$ cat config.mk
export PLATFORM = sky130hd
export DESIGN_NAME = ssr_port
export DESIGN_NICKNAME = d
export VERILOG_FILES = /design/src/ssr_pkg.sv /design/src/ssr_port.sv /design/src/ssr_sync.sv
export SDC_FILE = /design/constraint.sdc
export NUM_CORES = 1
export LEC_CHECK = 0
export ABC_AREA = 1
export BUFFER_PORTS_ARGS = -buffer_cell sky130_fd_sc_hd__buf_2
export CAP_MARGIN = 40
export CORE_MARGIN = 10
export CORE_UTILIZATION = 40
export CTS_CLUSTER_DIAMETER = 40
export DETAILED_ROUTE_END_ITERATION = 8
export HOLD_SLACK_MARGIN = 0.12
export RECOVER_POWER = 25
export SYNTH_ARGS = -nofsm -noshare
export SYNTH_HDL_FRONTEND = slang
export SYNTH_SLANG_ARGS = --single-unit
$ cat constraint.sdc
create_clock -name core_clk -period 2.7 [get_ports core_clk]
set_clock_uncertainty 0.05 [all_clocks]
set_input_delay 0.405 -clock core_clk [delete_from_list [all_inputs] [get_ports core_clk]]
set_output_delay 0.405 -clock core_clk [all_outputs]
set_load 0.03 [all_outputs]
$ cat src/ssr_pkg.sv
// Shared constants and types for the synchronous serial port block.
package ssr_pkg;
   // Register addresses on the plain register port.
   localparam logic [2:0] ADDR_BAUD   = 3'h0;
   localparam logic [2:0] ADDR_RXCTL  = 3'h1;
   localparam logic [2:0] ADDR_DIVLO  = 3'h2;
   localparam logic [2:0] ADDR_DIVHI  = 3'h3;
   localparam logic [2:0] ADDR_TXHOLD = 3'h4;
   localparam logic [2:0] ADDR_TXCTL  = 3'h5;
   localparam logic [2:0] ADDR_RXTOP  = 3'h6;
   localparam logic [2:0] ADDR_STAT   = 3'h7;
   // Bit positions in baud_rate_control.
   localparam int B_IDLE  = 6;
   localparam int B_CLOCK_POLARITY_SELECT  = 4;
   localparam int B_WIDE_RATE_DIVISOR = 3;
   // Bit positions in receive_status_control.
   localparam int R_PORT_ENABLE = 7;
   localparam int R_RX9  = 6;
   localparam int R_SINGLE_RECEIVE_ENABLE = 5;
   localparam int R_CONTINUOUS_RECEIVE_ENABLE = 4;
   localparam int R_OVERRUN_ERROR = 1;
   localparam int R_RECEIVED_NINTH_BIT = 0;
   // Bit positions in transmit_status_control.
   localparam int T_CLOCK_SOURCE_MASTER = 7;
   localparam int T_TX9  = 6;
   localparam int T_TRANSMIT_ENABLE = 5;
   localparam int T_SYNC = 4;
   localparam int T_HIGH_SPEED_RATE = 2;
   localparam int T_TRMT = 1;
   localparam int T_TRANSMIT_NINTH_BIT = 0;
   // Bit positions in the status register.
   localparam int S_HEMPTY = 1;
   localparam int S_RXFLAG = 0;
   localparam logic [7:0] BYTE_ZERO = 8'h00;
   localparam logic [3:0] LAST_BIT8 = 4'h7;
   localparam logic [3:0] LAST_BIT9 = 4'h8;
   localparam logic [1:0] FIFO_FULL = 2'h2;

   typedef enum logic [1:0] {
      ST_IDLE  = 2'b00,
      ST_ACT   = 2'b01,
      ST_INACT = 2'b10
   } ssr_eng_e;

   typedef struct packed {
      logic [2:0] addr;
      logic [7:0] wdata;
      logic       wr;
      logic       rd;
   } ssr_req_s;

   typedef struct packed {
      logic clkOut;
      logic clkOe;
      logic datOut;
      logic datOe;
   } ssr_pins_s;

   typedef struct packed {
      logic            clock_polarity_select, wide_rate_divisor, clock_source_master, tx9, transmit_enable, sync, high_speed_rate, transmit_ninth_bit;
      logic            port_enable, rx9, single_receive_enable, continuous_receive_enable, overrun_error, oerrSingle;
      logic [7:0]      divLo, divHi;
      logic [1:0][8:0] mem;
      logic            wrPtr, rdPtr;
      logic [1:0]      cnt;
      logic [7:0]      hold;
      logic            holdFull;
   } ssr_ctl_s;

   typedef struct packed {
      ssr_eng_e   st;
      logic [15:0] half;
      logic [3:0]  bitCnt;
      logic [8:0]  transmit_shifter;
      logic [8:0]  receive_shift_register;
      logic        busy;
      logic        datBit;
      logic        clkPrev;
   } ssr_eng_s;
endpackage

$ cat src/ssr_port.sv
// Synchronous serial port: master/slave shifter, receive FIFO, registers.
//
// Design decisions made here: the strobed register port and the address map.
`timescale 1ns/1ns
module ssr_port (
   input  wire logic              core_clk,
   input  wire logic              reset,
   input  wire logic              clkEn,
   input  wire ssr_pkg::ssr_req_s regReq,
   output ssr_pkg::ssr_pins_s     pins_ff,
   output logic [7:0]             regRdData_ff,
   output logic                   rxFlag_ff,
   input  wire logic              clockPinIn,
   input  wire logic              dataPinIn
);
   import ssr_pkg::*;

   ssr_ctl_s   ctl_ff, nxt_ctl;
   ssr_eng_s   eng_ff, nxt_eng;
   ssr_pins_s  nxt_pins;
   logic [7:0] nxt_rdData;
   logic       nxt_rxFlag;
   logic       clkSync, datSync;
   logic       mstr, slv, rxMode, txMode, run;
   logic       lead, trail, push, txLoad, rdTop;
   logic [8:0] pushData, rsrTmp;
   logic [3:0] lastBit;
   logic [15:0] div;

   ssr_sync u_clkSync (
      .core_clk (core_clk),
      .reset    (reset),
      .clkEn    (clkEn),
      .asyncIn  (clockPinIn),
      .syncOut  (clkSync)
   );

   ssr_sync u_datSync (
      .core_clk (core_clk),
      .reset    (reset),
      .clkEn    (clkEn),
      .asyncIn  (dataPinIn),
      .syncOut  (datSync)
   );

   assign mstr   = ctl_ff.port_enable & ctl_ff.sync & ctl_ff.clock_source_master;
   assign slv    = ctl_ff.port_enable & ctl_ff.sync & ~ctl_ff.clock_source_master;
   assign rxMode = ctl_ff.single_receive_enable | ctl_ff.continuous_receive_enable;
   assign txMode = ~rxMode & ctl_ff.transmit_enable;
   assign rdTop  = regReq.rd && regReq.addr == ADDR_RXTOP;
   assign div    = ctl_ff.wide_rate_divisor ? {ctl_ff.divHi, ctl_ff.divLo} : {BYTE_ZERO, ctl_ff.divLo};
   assign lastBit = (rxMode ? ctl_ff.rx9 : ctl_ff.tx9) ? LAST_BIT9 : LAST_BIT8;
   // Reception halts while an overrun is pending; transmit runs while the shifter is loaded.
   assign run = (rxMode & ~ctl_ff.overrun_error) | (txMode & eng_ff.busy);
   assign txLoad = (mstr | slv) & txMode & ~eng_ff.busy & ctl_ff.holdFull;

   // Shift engine: clock generation or edge detection, and the shifters.
   always_comb begin
      nxt_eng = eng_ff;
      nxt_eng.clkPrev = clkSync;
      lead = 1'b0;
      trail = 1'b0;
      push = 1'b0;
      rsrTmp = eng_ff.receive_shift_register;
      if (mstr) begin
         case (eng_ff.st)
            ST_IDLE: begin
               if (run) begin
                  lead = 1'b1;
                  nxt_eng.st = ST_ACT;
                  nxt_eng.half = 16'h0000;
               end
            end
            ST_ACT: begin
               if (eng_ff.half == div) begin
                  trail = 1'b1;
                  nxt_eng.st = ST_INACT;
                  nxt_eng.half = 16'h0000;
               end else begin
                  nxt_eng.half = eng_ff.half + 16'h0001;
               end
            end
            ST_INACT: begin
               if (eng_ff.half != div) begin
                  nxt_eng.half = eng_ff.half + 16'h0001;
               end else if (run) begin
                  lead = 1'b1;
                  nxt_eng.st = ST_ACT;
                  nxt_eng.half = 16'h0000;
               end else begin
                  nxt_eng.st = ST_IDLE;
               end
            end
            default: nxt_eng.st = ST_IDLE;
         endcase
         // Dropping the enable mid-character kills the clock and the partial data.
         if (eng_ff.st != ST_IDLE && !txMode && !(rxMode && !ctl_ff.overrun_error)) begin
            nxt_eng.st = ST_IDLE;
            nxt_eng.bitCnt = 4'h0;
            lead = 1'b0;
            trail = 1'b0;
         end
      end else if (slv && run) begin
         // The synced pin is compared with its own delayed copy, not the first stage.
         lead = clkSync != ctl_ff.clock_polarity_select && eng_ff.clkPrev == ctl_ff.clock_polarity_select;
         trail = clkSync == ctl_ff.clock_polarity_select && eng_ff.clkPrev != ctl_ff.clock_polarity_select;
      end else begin
         nxt_eng.st = ST_IDLE;
      end
      if (!(mstr | slv)) begin
         nxt_eng.bitCnt = 4'h0;
         nxt_eng.busy = 1'b0;
      end
      if (txLoad) begin
         nxt_eng.transmit_shifter = {ctl_ff.transmit_ninth_bit, ctl_ff.hold};
         nxt_eng.busy = 1'b1;
         nxt_eng.bitCnt = 4'h0;
      end
      if (lead && txMode) begin
         nxt_eng.datBit = eng_ff.transmit_shifter[eng_ff.bitCnt];
      end
      if (trail) begin
         if (rxMode) begin
            rsrTmp[eng_ff.bitCnt] = datSync;
            nxt_eng.receive_shift_register = rsrTmp;
         end
         if (eng_ff.bitCnt == lastBit) begin
            nxt_eng.bitCnt = 4'h0;
            push = rxMode;
            if (!rxMode) begin
               nxt_eng.busy = 1'b0;
            end
         end else begin
            nxt_eng.bitCnt = eng_ff.bitCnt + 4'h1;
         end
      end
      pushData = ctl_ff.rx9 ? rsrTmp : {1'b0, rsrTmp[7:0]};
   end

   // Control registers, receive FIFO and overrun handling.
   always_comb begin
      nxt_ctl = ctl_ff;
      if (push) begin
         nxt_ctl.single_receive_enable = 1'b0;
      end
      if (txLoad) begin
         nxt_ctl.holdFull = 1'b0;
      end
      if (regReq.wr) begin
         case (regReq.addr)
            ADDR_BAUD: begin
               nxt_ctl.clock_polarity_select = regReq.wdata[B_CLOCK_POLARITY_SELECT];
               nxt_ctl.wide_rate_divisor = regReq.wdata[B_WIDE_RATE_DIVISOR];
            end
            ADDR_RXCTL: begin
               nxt_ctl.port_enable = regReq.wdata[R_PORT_ENABLE];
               nxt_ctl.rx9 = regReq.wdata[R_RX9];
               nxt_ctl.single_receive_enable = regReq.wdata[R_SINGLE_RECEIVE_ENABLE];
               nxt_ctl.continuous_receive_enable = regReq.wdata[R_CONTINUOUS_RECEIVE_ENABLE];
            end
            ADDR_DIVLO: nxt_ctl.divLo = regReq.wdata;
            ADDR_DIVHI: nxt_ctl.divHi = regReq.wdata;
            ADDR_TXHOLD: begin
               nxt_ctl.hold = regReq.wdata;
               nxt_ctl.holdFull = 1'b1;
            end
            ADDR_TXCTL: begin
               nxt_ctl.clock_source_master = regReq.wdata[T_CLOCK_SOURCE_MASTER];
               nxt_ctl.tx9 = regReq.wdata[T_TX9];
               nxt_ctl.transmit_enable = regReq.wdata[T_TRANSMIT_ENABLE];
               nxt_ctl.sync = regReq.wdata[T_SYNC];
               nxt_ctl.high_speed_rate = regReq.wdata[T_HIGH_SPEED_RATE];
               nxt_ctl.transmit_ninth_bit = regReq.wdata[T_TRANSMIT_NINTH_BIT];
            end
            default: ;
         endcase
      end
      if (rdTop && ctl_ff.cnt != 2'h0) begin
         nxt_ctl.rdPtr = ~ctl_ff.rdPtr;
         nxt_ctl.cnt = ctl_ff.cnt - 2'h1;
         if (ctl_ff.oerrSingle) begin
            nxt_ctl.overrun_error = 1'b0;
         end
      end
      if (!ctl_ff.continuous_receive_enable && !ctl_ff.oerrSingle) begin
         nxt_ctl.overrun_error = 1'b0;
      end
      if (push) begin
         if (ctl_ff.cnt == FIFO_FULL) begin
            // The stored characters stay; the new one is thrown away.
            nxt_ctl.overrun_error = 1'b1;
            nxt_ctl.oerrSingle = ~ctl_ff.continuous_receive_enable;
         end else begin
            nxt_ctl.mem[ctl_ff.wrPtr] = pushData;
            nxt_ctl.wrPtr = ~ctl_ff.wrPtr;
            nxt_ctl.cnt = nxt_ctl.cnt + 2'h1;
         end
      end
      if (!ctl_ff.port_enable) begin
         nxt_ctl.overrun_error = 1'b0;
         nxt_ctl.oerrSingle = 1'b0;
         nxt_ctl.cnt = 2'h0;
         nxt_ctl.wrPtr = 1'b0;
         nxt_ctl.rdPtr = 1'b0;
         nxt_ctl.holdFull = 1'b0;
      end
   end

   // Pins, read data and the receive flag, all registered.
   always_comb begin
      nxt_pins.clkOe = mstr;
      nxt_pins.clkOut = (mstr && nxt_eng.st == ST_ACT) ? ~ctl_ff.clock_polarity_select : ctl_ff.clock_polarity_select;
      nxt_pins.datOe = (mstr | slv) & txMode;
      nxt_pins.datOut = nxt_eng.datBit;
      nxt_rxFlag = nxt_ctl.cnt != 2'h0;
      nxt_rdData = BYTE_ZERO;
      if (regReq.rd) begin
         case (regReq.addr)
            ADDR_BAUD: begin
               nxt_rdData[B_IDLE] = eng_ff.st == ST_IDLE && eng_ff.bitCnt == 4'h0;
               nxt_rdData[B_CLOCK_POLARITY_SELECT] = ctl_ff.clock_polarity_select;
               nxt_rdData[B_WIDE_RATE_DIVISOR] = ctl_ff.wide_rate_divisor;
            end
            ADDR_RXCTL: begin
               nxt_rdData[R_PORT_ENABLE] = ctl_ff.port_enable;
               nxt_rdData[R_RX9] = ctl_ff.rx9;
               nxt_rdData[R_SINGLE_RECEIVE_ENABLE] = ctl_ff.single_receive_enable;
               nxt_rdData[R_CONTINUOUS_RECEIVE_ENABLE] = ctl_ff.continuous_receive_enable;
               nxt_rdData[R_OVERRUN_ERROR] = ctl_ff.overrun_error;
               nxt_rdData[R_RECEIVED_NINTH_BIT] = ctl_ff.mem[ctl_ff.rdPtr][8] & rxFlag_ff;
            end
            ADDR_DIVLO: nxt_rdData = ctl_ff.divLo;
            ADDR_DIVHI: nxt_rdData = ctl_ff.divHi;
            ADDR_TXCTL: begin
               nxt_rdData[T_CLOCK_SOURCE_MASTER] = ctl_ff.clock_source_master;
               nxt_rdData[T_TX9] = ctl_ff.tx9;
               nxt_rdData[T_TRANSMIT_ENABLE] = ctl_ff.transmit_enable;
               nxt_rdData[T_SYNC] = ctl_ff.sync;
               nxt_rdData[T_HIGH_SPEED_RATE] = ctl_ff.high_speed_rate;
               nxt_rdData[T_TRMT] = ~eng_ff.busy;
               nxt_rdData[T_TRANSMIT_NINTH_BIT] = ctl_ff.transmit_ninth_bit;
            end
            ADDR_RXTOP: begin
               if (rxFlag_ff) begin
                  nxt_rdData = ctl_ff.mem[ctl_ff.rdPtr][7:0];
               end
            end
            ADDR_STAT: begin
               nxt_rdData[S_HEMPTY] = ~ctl_ff.holdFull;
               nxt_rdData[S_RXFLAG] = rxFlag_ff;
            end
            default: ;
         endcase
      end
   end

   always_ff @(posedge core_clk) begin
      if (reset) begin
         ctl_ff <= '0;
         eng_ff <= '0;
         pins_ff <= '0;
         regRdData_ff <= BYTE_ZERO;
         rxFlag_ff <= 1'b0;
      end else if (clkEn) begin
         ctl_ff <= nxt_ctl;
         eng_ff <= nxt_eng;
         pins_ff <= nxt_pins;
         regRdData_ff <= nxt_rdData;
         rxFlag_ff <= nxt_rxFlag;
      end
   end
endmodule

$ cat src/ssr_sync.sv
// Two-stage synchroniser for a level arriving from outside the core clock.
`timescale 1ns/1ns
module ssr_sync (
   input  wire logic core_clk,
   input  wire logic reset,
   input  wire logic clkEn,
   input  wire logic asyncIn,
   output logic      syncOut
);
   logic meta_ff;

   // Only the second stage is ever read outside this module.
   always_ff @(posedge core_clk) begin
      if (reset) begin
         meta_ff <= 1'b0;
         syncOut <= 1'b0;
      end else if (clkEn) begin
         meta_ff <= asyncIn;
         syncOut <= meta_ff;
      end
   end
endmodule

==> metrics, run 1 <==
crit-path max FO=12; DRC errors left=0; initial antenna violation count=0; VDD IR max=about 0.00045 V; Crit path max-delay family=simple AND/OR/NAND/NOR gates; FMAX=about 420 MHz; Critical Path AT=about 2.6 ns; part of the Yosys area used for sequential elements=0.386; top_reg_cell synth=dfxtp_1; syn_nets=about 940; WP data required=2.94 ns; Final Critical Period=2.39 ns; CTS H-tree lvls=4; cell area after layout=7260 sq um; CTS tree=built; worst path bufs/invs=3; EDFF count, synth=0; post-CTS setup buffers=0; crit end category=flip-flop; cells after synthesis=approximately 910; Worst path max stage delay=0.44 ns; Seq pwr share=0.400; n_diodes=0; biggest area consumer among synthesized cells=dfxtp_1; clock insertion delay at the later pin of the skew report=approximately 0.42 ns; Yosys cell types=between 40 and 50; Sw Pwr=about 1000 uW; final wirelength=between 15,000 and 20,000 microns; Logic pwr share=0.052; Placed Area=roughly 6600 sq um; RSZ-0062 raised after global routing=no; Mean Syn Cell Area=~6.9 sq um; status=complete, no violations; Yosys reg bits=between 100 and 150; Power Dens Cells=between 600 and 700 nW/um^2; vias in the first global route=between 5,000 and 6,000; GPL Wtd Cong=0.926; initial core utilization=0.409; Fin. Hold Viols=0; DP HPWL=about 13,000 microns; clk sinks=120; Sw Ratio=0.216; Least-Margin Pin Slew=around 1.0 ns; number of fill cells=1,560; std cell rows=between 40 and 50; Core Footprint=between 15,000 and 20,000 sq um; Worst Path Class, Setup=reg2reg; ys async rst share=0; MaxCap Viol Count=0; Reg area=2400 sq um; Top Ports=31; most common cell after layout, fill and taps aside=nand2_1; final cycle utilization of the critical path=0.884; HP Class=in2reg; slowest CP cell=dfxtp_1; Max clock buf depth=2; internal power=approximately 3.6 mW; DRT Pass-1 Iters=5; Final TNS setup=0 ns; Die Footprint=about 21,000 sq um; Cell Chain, Critical Path=nor2_4, inv_2, nand2_1, o21ai_2, inv_2, nor3_4, nand3_2, o21ai_4, nand3_4, nor2_8, inv_4, nand2_1, o21a_1, nor2_1; Max transition margin=0.320; Area growth, synth to finish=16.6%; Final Util=0.477; Leak Pwr=2.91 nW; layout cell share with drive strength beyond 1=0.0950; clock share of power=0.547; Synth area leaders=dfxtp_1, nand2_1, o21ai_0; commonest cells after routing, fill and taps aside=nand2_1, dfxtp_1, nor2_1; share of the synthesized area in the top cell type=0.386; CTS Buf Count=17; nets=975; startpoint types=flip-flop; Die Span Y=about 140 microns; max-slew violations=0; synthesized area=~6200 sq um; Starting DRT DRC Count=~520; vias per std cell=between 5 and 6; worst slack, placed=between 0.15 and 0.2 ns; total vias in the final route=~5,900; Final setup viols=0; Antenna Violating Nets Remaining=0; global-route wire length before repair=~28,000 microns; area taken by multi-input logic gates=~3300 sq um; largest net degree at the start of global routing=58; chip width=145 microns; CTS root buf=clkbuf_16; PortBufs=30; Routed WL per cell=between 15 and 20 microns; total congestion overflow=0; Worst-path clk slew=0.05 ns; global-route usage over all layers=0.171; final worst setup slack=roughly 0.31 ns; Ys Warns=0
==> final timing paths <==
path,startpoint,end,slack [ns],cells after the start
max,ctl_ff[49]$_SDFFE_PP0P_,ctl_ff[30]$_SDFFE_PP0P_,0.31,14
min,clockPinIn,u_clkSync.meta_ff$_SDFFE_PP0P_,0.17,3
max reg2reg,ctl_ff[49]$_SDFFE_PP0P_,ctl_ff[30]$_SDFFE_PP0P_,0.31,14
min reg2reg,eng_ff[13]$_SDFFE_PP0P_,eng_ff[13]$_SDFFE_PP0P_,0.39,2
==> power by group through the flow <==
stage	logic, mW	clock network [mW]	registers (mW)
after CTS	0.237	2.53	1.82
after detailed placement	0.236	0	1.86
after global routing	0.267	2.62	1.82
final	0.238	2.49	1.82
after global placement	0.235	0	1.86
after floorplan	0.151	0	1.85
==> final cells by class <==
type / count / area share
Clock buffer: 22 / 0.0653
Clock inverter: 9 / 0.0234
Inverter: 104 / 0.0545
Multi-Input combinational cell: 652 / 0.453
Sequential cell: 120 / 0.331
Tap cell: 188 / 0.0324
Timing Repair Buffer: 51 / 0.0407
==> worst min-delay path, stage by stage <==
cell	delay, ns
buf_2	0.07
nor2_1	0.03
nor2_1	0.09
==> layer usage <==
metal  global-route usage  share of wire  vias to the layer above
met2                0.250           0.42                      178
li1                     -              -                     3069
met1                0.235           0.49                     2643
met3               0.0463          0.070                       20
met4               0.0644          0.017                        0
met5                    0              0                        -
==> kinds of logic (layout without fill, tap and decap cells) <==
logic type      count (synthesis)  in the layout  share of synthesized area
compound gates                229            229                      0.200
xor+xnor                       13             13                     0.0183
fa+ha+maj                      11             11                     0.0221
buf+inv                       135            186                     0.0868
flops                         120            120                      0.386
mux                            12             12                     0.0199
simple gates                  387            387                      0.267
==> registers in the layout, indices dropped and copies added, names as in the netlist <==
name               count
ctl_ff                61
eng_ff                43
pins_ff                3
regRdData_ff           8
rxFlag_ff              1
u_clkSync.meta_ff      1
u_clkSync.syncOut      1
u_datSync.meta_ff      1
u_datSync.syncOut      1
==> cells in the mapped netlist, types with 3 or more instances <==
cell type	number
a21oi_1	91
a22oi_1	3
buf_4	3
clkbuf_1	24
dfxtp_1	120
ha_1	11
inv_1	96
inv_2	5
mux2_2	3
mux2i_1	9
nand2_1	191
nand3_1	44
nand3_2	4
nand4_1	8
nor2_1	118
nor3_1	7
o2111ai_1	6
o211ai_1	3
o21a_1	3
o21ai_0	104
o22ai_1	3
xor2_1	11
==> metrics by stage <==
step                      hold WS (ns)  std cells  total power [mW]
final                            0.167       1146              4.54
after global routing             0.194       1146              4.71
after CTS                        0.154       1146              4.59
after detailed placement         0.383       1115              2.09
after global placement           0.379       1115              2.09
after floorplan                  0.370        907              2.00
==> what timing repair did <==
item | in CTS | in global routing
setup endpoints to repair | 0 | 26
gates resized for setup | 0 | 3
hold buffers | 0 | 0
Note: power is estimated with default switching activity, not from simulation.
==> inputs of run 2 (changes only) <==
- BUFFER_PORTS_ARGS: -buffer_cell sky130_fd_sc_hd__buf_2 -> -buffer_cell sky130_fd_sc_hd__buf_4
- GPL_ROUTABILITY_DRIVEN: default -> 0
- RECOVER_POWER: 25 -> default
==> metrics, run 2 (synthesis results as in run 1) <==
final wirelength=17,300 microns (+0.23%); clock insertion delay at the later pin of the skew report=0.42 ns (about the same); crit-path max FO=19 (+7); GRT busiest layer=met2; CTS tree=built; Top reg by flops=ctl_ff; global-route wire length before repair=27,800 microns (-0.96%); met2 Use GR=0.247 (-0.00314); CTS H-tree lvls=4 (unchanged); Starting DRT DRC Count=536 (+2.7%); Final Critical Period=2.42 ns (+0.0308 ns); Area growth, synth to finish=18.1%; DRC errors left=0 (unchanged); most common cell after layout, fill and taps aside=nand2_1; PortBufs=30 (unchanged); Hold Buf Count CTS=0 (unchanged); vias per std cell=5.21 (+1.1%); Reg area=2400 sq um (unchanged); Least-Margin Pin Slew=0.492 ns (-0.528 ns); Power Dens Cells=621 nW/um^2 (-0.80%); nets=974 (-0.10%); chip width=145 microns (unchanged); Worst-path clk slew=0.06 ns (about the same); startpoint types=flip-flop; commonest cells after routing, fill and taps aside=nand2_1, dfxtp_1, nor2_1; Worst Path Class, Setup=reg2reg; VDD IR max=0.000434 V (-3.0%); initial antenna violation count=0 (unchanged); Critical Path AT=2.69 ns (+0.06 ns); final cycle utilization of the critical path=0.896 (+0.0114); total vias in the final route=5,971 (+1.0%); Core Footprint=15,200 sq um (unchanged); met1 Resource Use GR=0.239 (+0.00369); WP data required=2.98 ns (+0.04 ns); MaxCap Viol Count=0 (unchanged); Leak Pwr=2.99 nW (+2.5%); HP Class=in2reg; Largest regs=ctl_ff: 61 flops, eng_ff: 43 flops, regRdData_ff: 8 flops; Cell Chain, Critical Path=nor2_4, inv_2, nand2_1, o21ai_2, inv_2, nor3_4, nand3_2, o21ai_4, buf_4, nand2_1, nor2_1, nor2_1, a211oi_1; Placed Area=6700 sq um (+1.0%); worst slack, placed=0.170 ns (-0.0171 ns); std cell rows=45 (unchanged); Antenna Violating Nets Remaining=0 (unchanged); global-route usage over all layers=0.168 (-0.00315); n_diodes=0 (unchanged); Max clock buf depth=2 (unchanged); clk sinks=120 (unchanged); status=complete, no violations; DP HPWL=12,700 microns (-0.25%); Worst path max stage delay=0.43 ns (about the same); DRT Pass-1 Iters=5 (unchanged); final worst setup slack=0.281 ns (-0.0308 ns); Top Ports=31 (unchanged); initial core utilization=0.409 (unchanged); Die Span Y=145 microns (unchanged); cell area after layout=7350 sq um (+1.3%); met3 GRT Util=0.0319 (-0.0143); layout cell share with drive strength beyond 1=0.111 (+0.0158); FMAX=413 MHz (-1.3%); Die Footprint=21,000 sq um (unchanged); Max transition margin=0.668 (+0.348); max reg flops=61 (unchanged); CTS Buf Count=17 (unchanged); CTS root buf=clkbuf_16; number of fill cells=1,571 (+0.71%); Final setup viols=0 (unchanged); Final TNS setup=0 ns (unchanged); Routed WL per cell=15.1 microns (+0.32%); crit end category=flip-flop; largest net degree at the start of global routing=58 (unchanged); total congestion overflow=0 (unchanged); Fin. Hold Viols=0 (unchanged); vias in the first global route=5,406 (-0.75%); max-slew violations=0 (unchanged); area taken by multi-input logic gates=3280 sq um (unchanged); RSZ-0062 raised after global routing=no; slowest CP cell=dfxtp_1
## run 2: cell count changes in the layout (fill, tap and decap cells not counted)
cell / before / now
buf_6: 1 / 0
buf_4: 16 / 49
clkbuf_1: 19 / 3
buf_2: 16 / 0
clkinv_2: 4 / 2
clkinvlp_4: 0 / 1
## run 2: cell type report
| class | count | share of cell area |
|---|---|---|
| Inverter | 104 | 0.0538 |
| Multi-Input combinational cell | 652 | 0.447 |
| Tap cell | 188 | 0.0320 |
| Sequential cell | 120 | 0.327 |
| Timing Repair Buffer | 50 | 0.0528 |
| Clock buffer | 23 | 0.0650 |
| Clock inverter | 8 | 0.0228 |
## run 2: repair_timing
action | CTS | global route
buffers inserted | 0 | 0
resized for setup | 0 | 2
endpoints found under the setup margin | 0 | 19
## run 2: metal layers
| layer | part of all wire | wire length [microns] |
|---|---|---|
| met1 | 0.51 | 8830 |
| met2 | 0.42 | 7340 |
| met3 | 0.054 | 935 |
| met4 | 0.013 | 234 |
| met5 | 0 | 0 |
## run 2: metrics by stage
step / hold slack (ns) / power (mW) / util / instances
after global placement: 0.379 / 2.10 / 0.441 / 1114
after detailed placement: 0.382 / 2.10 / 0.441 / 1114
final: 0.166 / 4.57 / 0.484 / 1145
after floorplan: 0.370 / 2.00 / - / 907
after CTS: 0.153 / 4.60 / 0.483 / 1145
after global routing: 0.173 / 4.72 / 0.484 / 1145
## run 2: path summary, 6_finish.rpt
check	from	endpoint	slack [ns]	cells past startpoint
setup / recovery	ctl_ff[49]$_SDFFE_PP0P_	eng_ff[23]$_SDFFE_PP0P_	0.28	13
hold reg to reg	eng_ff[17]$_SDFFE_PP0P_	eng_ff[17]$_SDFFE_PP0P_	0.39	2
setup reg to reg	ctl_ff[49]$_SDFFE_PP0P_	eng_ff[23]$_SDFFE_PP0P_	0.28	13
hold / removal	clockPinIn	u_clkSync.meta_ff$_SDFFE_PP0P_	0.17	3
## run 2: worst max-delay path: cells and delay by family, from the launching register on
kind                   cells  cell delay (ns)
DFF                        1             0.43
AOI/OAI and AO/OA          3             0.44
and+or+nand+nor            7             0.83
buffers and inverters      3             0.55
## run 2: where the power goes
group	switching (mW)	leakage [nW]	internal (mW)	total, mW
Sequential	0.0239	0.971	1.80	1.82
Combinational	0.170	1.70	0.0773	0.248
Clock	0.797	0.313	1.70	2.50
==> inputs of run 3 (changes only) <==
- ABC_AREA: 1 -> default
==> metrics, run 3 <==
Synth area leaders=dfxtp_1, mux2i_1, nor2_1; Hold Crit Depth=3 (unchanged); total congestion overflow=0 (unchanged); PortBufs=30 (unchanged); HP Class=in2reg; DP HPWL=12,400 microns (-2.4%); Final setup viols=0 (unchanged); Routed WL per cell=16.8 microns (+11%); CTS tree=built; Die Footprint=21,100 sq um (+0.83%); max-slew violations=0 (unchanged); worst slack, placed=-0.168 ns (-0.338 ns); DRT Pass-1 Iters=5 (unchanged); Yosys reg bits=120 (unchanged); clock insertion delay at the later pin of the skew report=0.42 ns (about the same); VDD IR max=0.000455 V (+4.9%); global-route wire length before repair=27,500 microns (-0.99%); internal power=3.16 mW (-12%); n_diodes=0 (unchanged); clk sinks=120 (unchanged); chip width=145 microns (+0.41%); Area growth, synth to finish=21.9%; Fin. Hold Viols=0 (unchanged); most frequent cells after synthesis=nor2_1, dfxtp_1, mux2i_1, nand2_1, clkbuf_1; Worst Path Class, Setup=reg2reg; simple logic cell fraction of the synthesized area=0.230 (-0.0368); Cell Chain, Critical Path=nand2_1, or4b_1, a32oi_2, nand4_4, a2111oi_4, buf_4, xnor2_1, or4_1, o311ai_1; layout cell share with drive strength beyond 1=0.197 (+0.0860); crit end category=flip-flop; cell area after layout=7660 sq um (+4.2%); status=complete, no violations; DRC errors left=0 (unchanged); initial core utilization=0.410 (+0.000911); total vias in the final route=5,516 (-7.6%); Top reg by flops=ctl_ff; most common cell after layout, fill and taps aside=nor2_1; Mean Syn Cell Area=8.56 sq um (+25%); crit-path max FO=3 (-16); part of the Yosys area used for sequential elements=0.382 (-0.00369); synthesized area=6280 sq um (+0.96%); top-count cell post-synth=nor2_1; r2r worst-path depth=9 (-4); ys async rst share=0 (unchanged); max reg flops=61 (unchanged); final cycle utilization of the critical path=0.990 (+0.0943); Core Footprint=15,300 sq um (+0.74%); vias per std cell=5.44 (+4.3%); post-synthesis xor/xnor area fraction=0.0376 (+0.0193); Ys Warns=0 (unchanged); top_reg_cell synth=dfxtp_1; startpoint types=flip-flop; cells after synthesis=734 (-19%); CTS H-tree lvls=4 (unchanged); Critical Path AT=2.94 ns (+0.25 ns); initial antenna violation count=0 (unchanged); Largest regs=ctl_ff: 61 flops, eng_ff: 43 flops, regRdData_ff: 8 flops; Power Dens Cells=539 nW/um^2 (-13%); largest net degree at the start of global routing=85 (+47%); Seq pwr share=0.435 (+0.037); share of the synthesized area in the top cell type=0.382 (-0.00369); CTS Buf Count=17 (unchanged); Antenna Violating Nets Remaining=0 (unchanged); Top Ports=31 (unchanged); Sw Pwr=968 uW (-2.3%); Synth Area in Adders=0.0219 (-0.000211); Worst-path clk slew=0.06 ns (about the same); nets=819 (-16%); MaxCap Viol Count=0 (unchanged); Synth Area in Compound Gates=0.120 (-0.0804); Worst path max stage delay=0.49 ns (+0.06 ns); biggest area consumer among synthesized cells=dfxtp_1; syn_nets=763 (-18%); main combinational cell family by area after synthesis=simple AND/OR/NAND/NOR gates; Placed Area=6970 sq um (+4.0%); FMAX=374 MHz (-9.5%); WP data required=2.97 ns (about the same); commonest cells after routing, fill and taps aside=nor2_1, dfxtp_1, mux2i_1; Logic pwr share=0.049 (-0.005); vias in the first global route=5,257 (-2.8%); global-route usage over all layers=0.158 (-0.00976); final worst setup slack=0.0269 ns (-0.255 ns); Leak Pwr=2.97 nW (-0.65%); Least-Margin Pin Slew=0.818 ns (+0.325 ns); Max transition margin=0.455 (-0.213); EDFF count, synth=0 (unchanged); Hold Buf Count CTS=0 (unchanged); Sw Ratio=0.234 (+0.0173); slowest CP cell=or4b_1; Yosys cell types=64 (+31%); CTS root buf=clkbuf_16; Die Span Y=145 microns (+0.41%); Starting DRT DRC Count=363 (-32%); final wirelength=17,100 microns (-1.6%); post-synthesis mux area share=0.170 (+0.150); Final Critical Period=2.67 ns (+0.255 ns); std cell rows=45 (unchanged); RSZ-0062 raised after global routing=yes; Max clock buf depth=2 (unchanged); clock share of power=0.517 (-0.030)
## run 3: layout make-up
| cell class | instances | area [sq um] |
|---|---|---|
| Multi-Input combinational cell | 551 | 3730 |
| Tap cell | 211 | 264 |
| Clock buffer | 21 | 460 |
| Clock inverter | 11 | 98.8 |
| Timing Repair Buffer | 83 | 638 |
| Fill cell | 1494 | 7650 |
| Sequential cell | 120 | 2410 |
| Inverter | 17 | 63.8 |
## run 3: logic make-up after synthesis
logic type | after synthesis
simple gates | 301
buf+inv | 63
fa+ha+maj | 11
xor+xnor | 27
flops | 120
mux | 101
compound gates | 111
## run 3: worst paths after layout
path / to / slack [ns] / start
min: u_datSync.meta_ff$_SDFFE_PP0P_ / 0.17 / dataPinIn
max reg2reg: ctl_ff[9]$_SDFFE_PP0P_ / 0.03 / ctl_ff[38]$_SDFFE_PP0P_
max: ctl_ff[9]$_SDFFE_PP0P_ / 0.03 / ctl_ff[38]$_SDFFE_PP0P_
min reg2reg: regRdData_ff[6]$_SDFFE_PP0P_ / 0.42 / regRdData_ff[6]$_SDFFE_PP0P_
## run 3: through the flow
step	util	hold WS, ns	power (mW)	std cells	setup TNS (ns)
after floorplan	-	0.406	1.95	734	0
after global placement	0.455	0.404	2.03	978	-0.247
after detailed placement	0.455	0.414	2.03	979	-0.523
after CTS	0.493	0.161	4.18	1011	0
after global routing	0.500	0.196	4.27	1014	-0.882
final	0.500	0.174	4.13	1014	0
## run 3: routing by layer
metal,vias to the layer above,part of all wire,track usage
met5,-,0,0
met4,0,0.018,0.0586
met3,22,0.040,0.0369
met2,103,0.49,0.259
met1,2662,0.45,0.198
li1,2729,-,-
## run 3: critical path, delay by kind of cell (launching register included)
kind / cells / cell delay [ns]
AND/OR/NAND/NOR: 4 / 1.12
AO/OA/AOI/OAI: 3 / 0.81
flip-flops: 1 / 0.33
buffers and inverters: 1 / 0.19
XOR/XNOR: 1 / 0.08
## run 3: power groups by stage
stage / registers, mW / logic [mW] / clock network [mW]
after floorplan: 1.83 / 0.118 / 0
after global placement: 1.83 / 0.195 / 0
after detailed placement: 1.83 / 0.199 / 0
after CTS: 1.80 / 0.200 / 2.18
after global routing: 1.80 / 0.219 / 2.25
final: 1.80 / 0.201 / 2.13
## run 3: repair_timing
action,CTS,global route
pin swaps,1,4
setup buffers,0,2
resized for setup,5,24
endpoints found under the setup margin,22,24
cloned,0,1
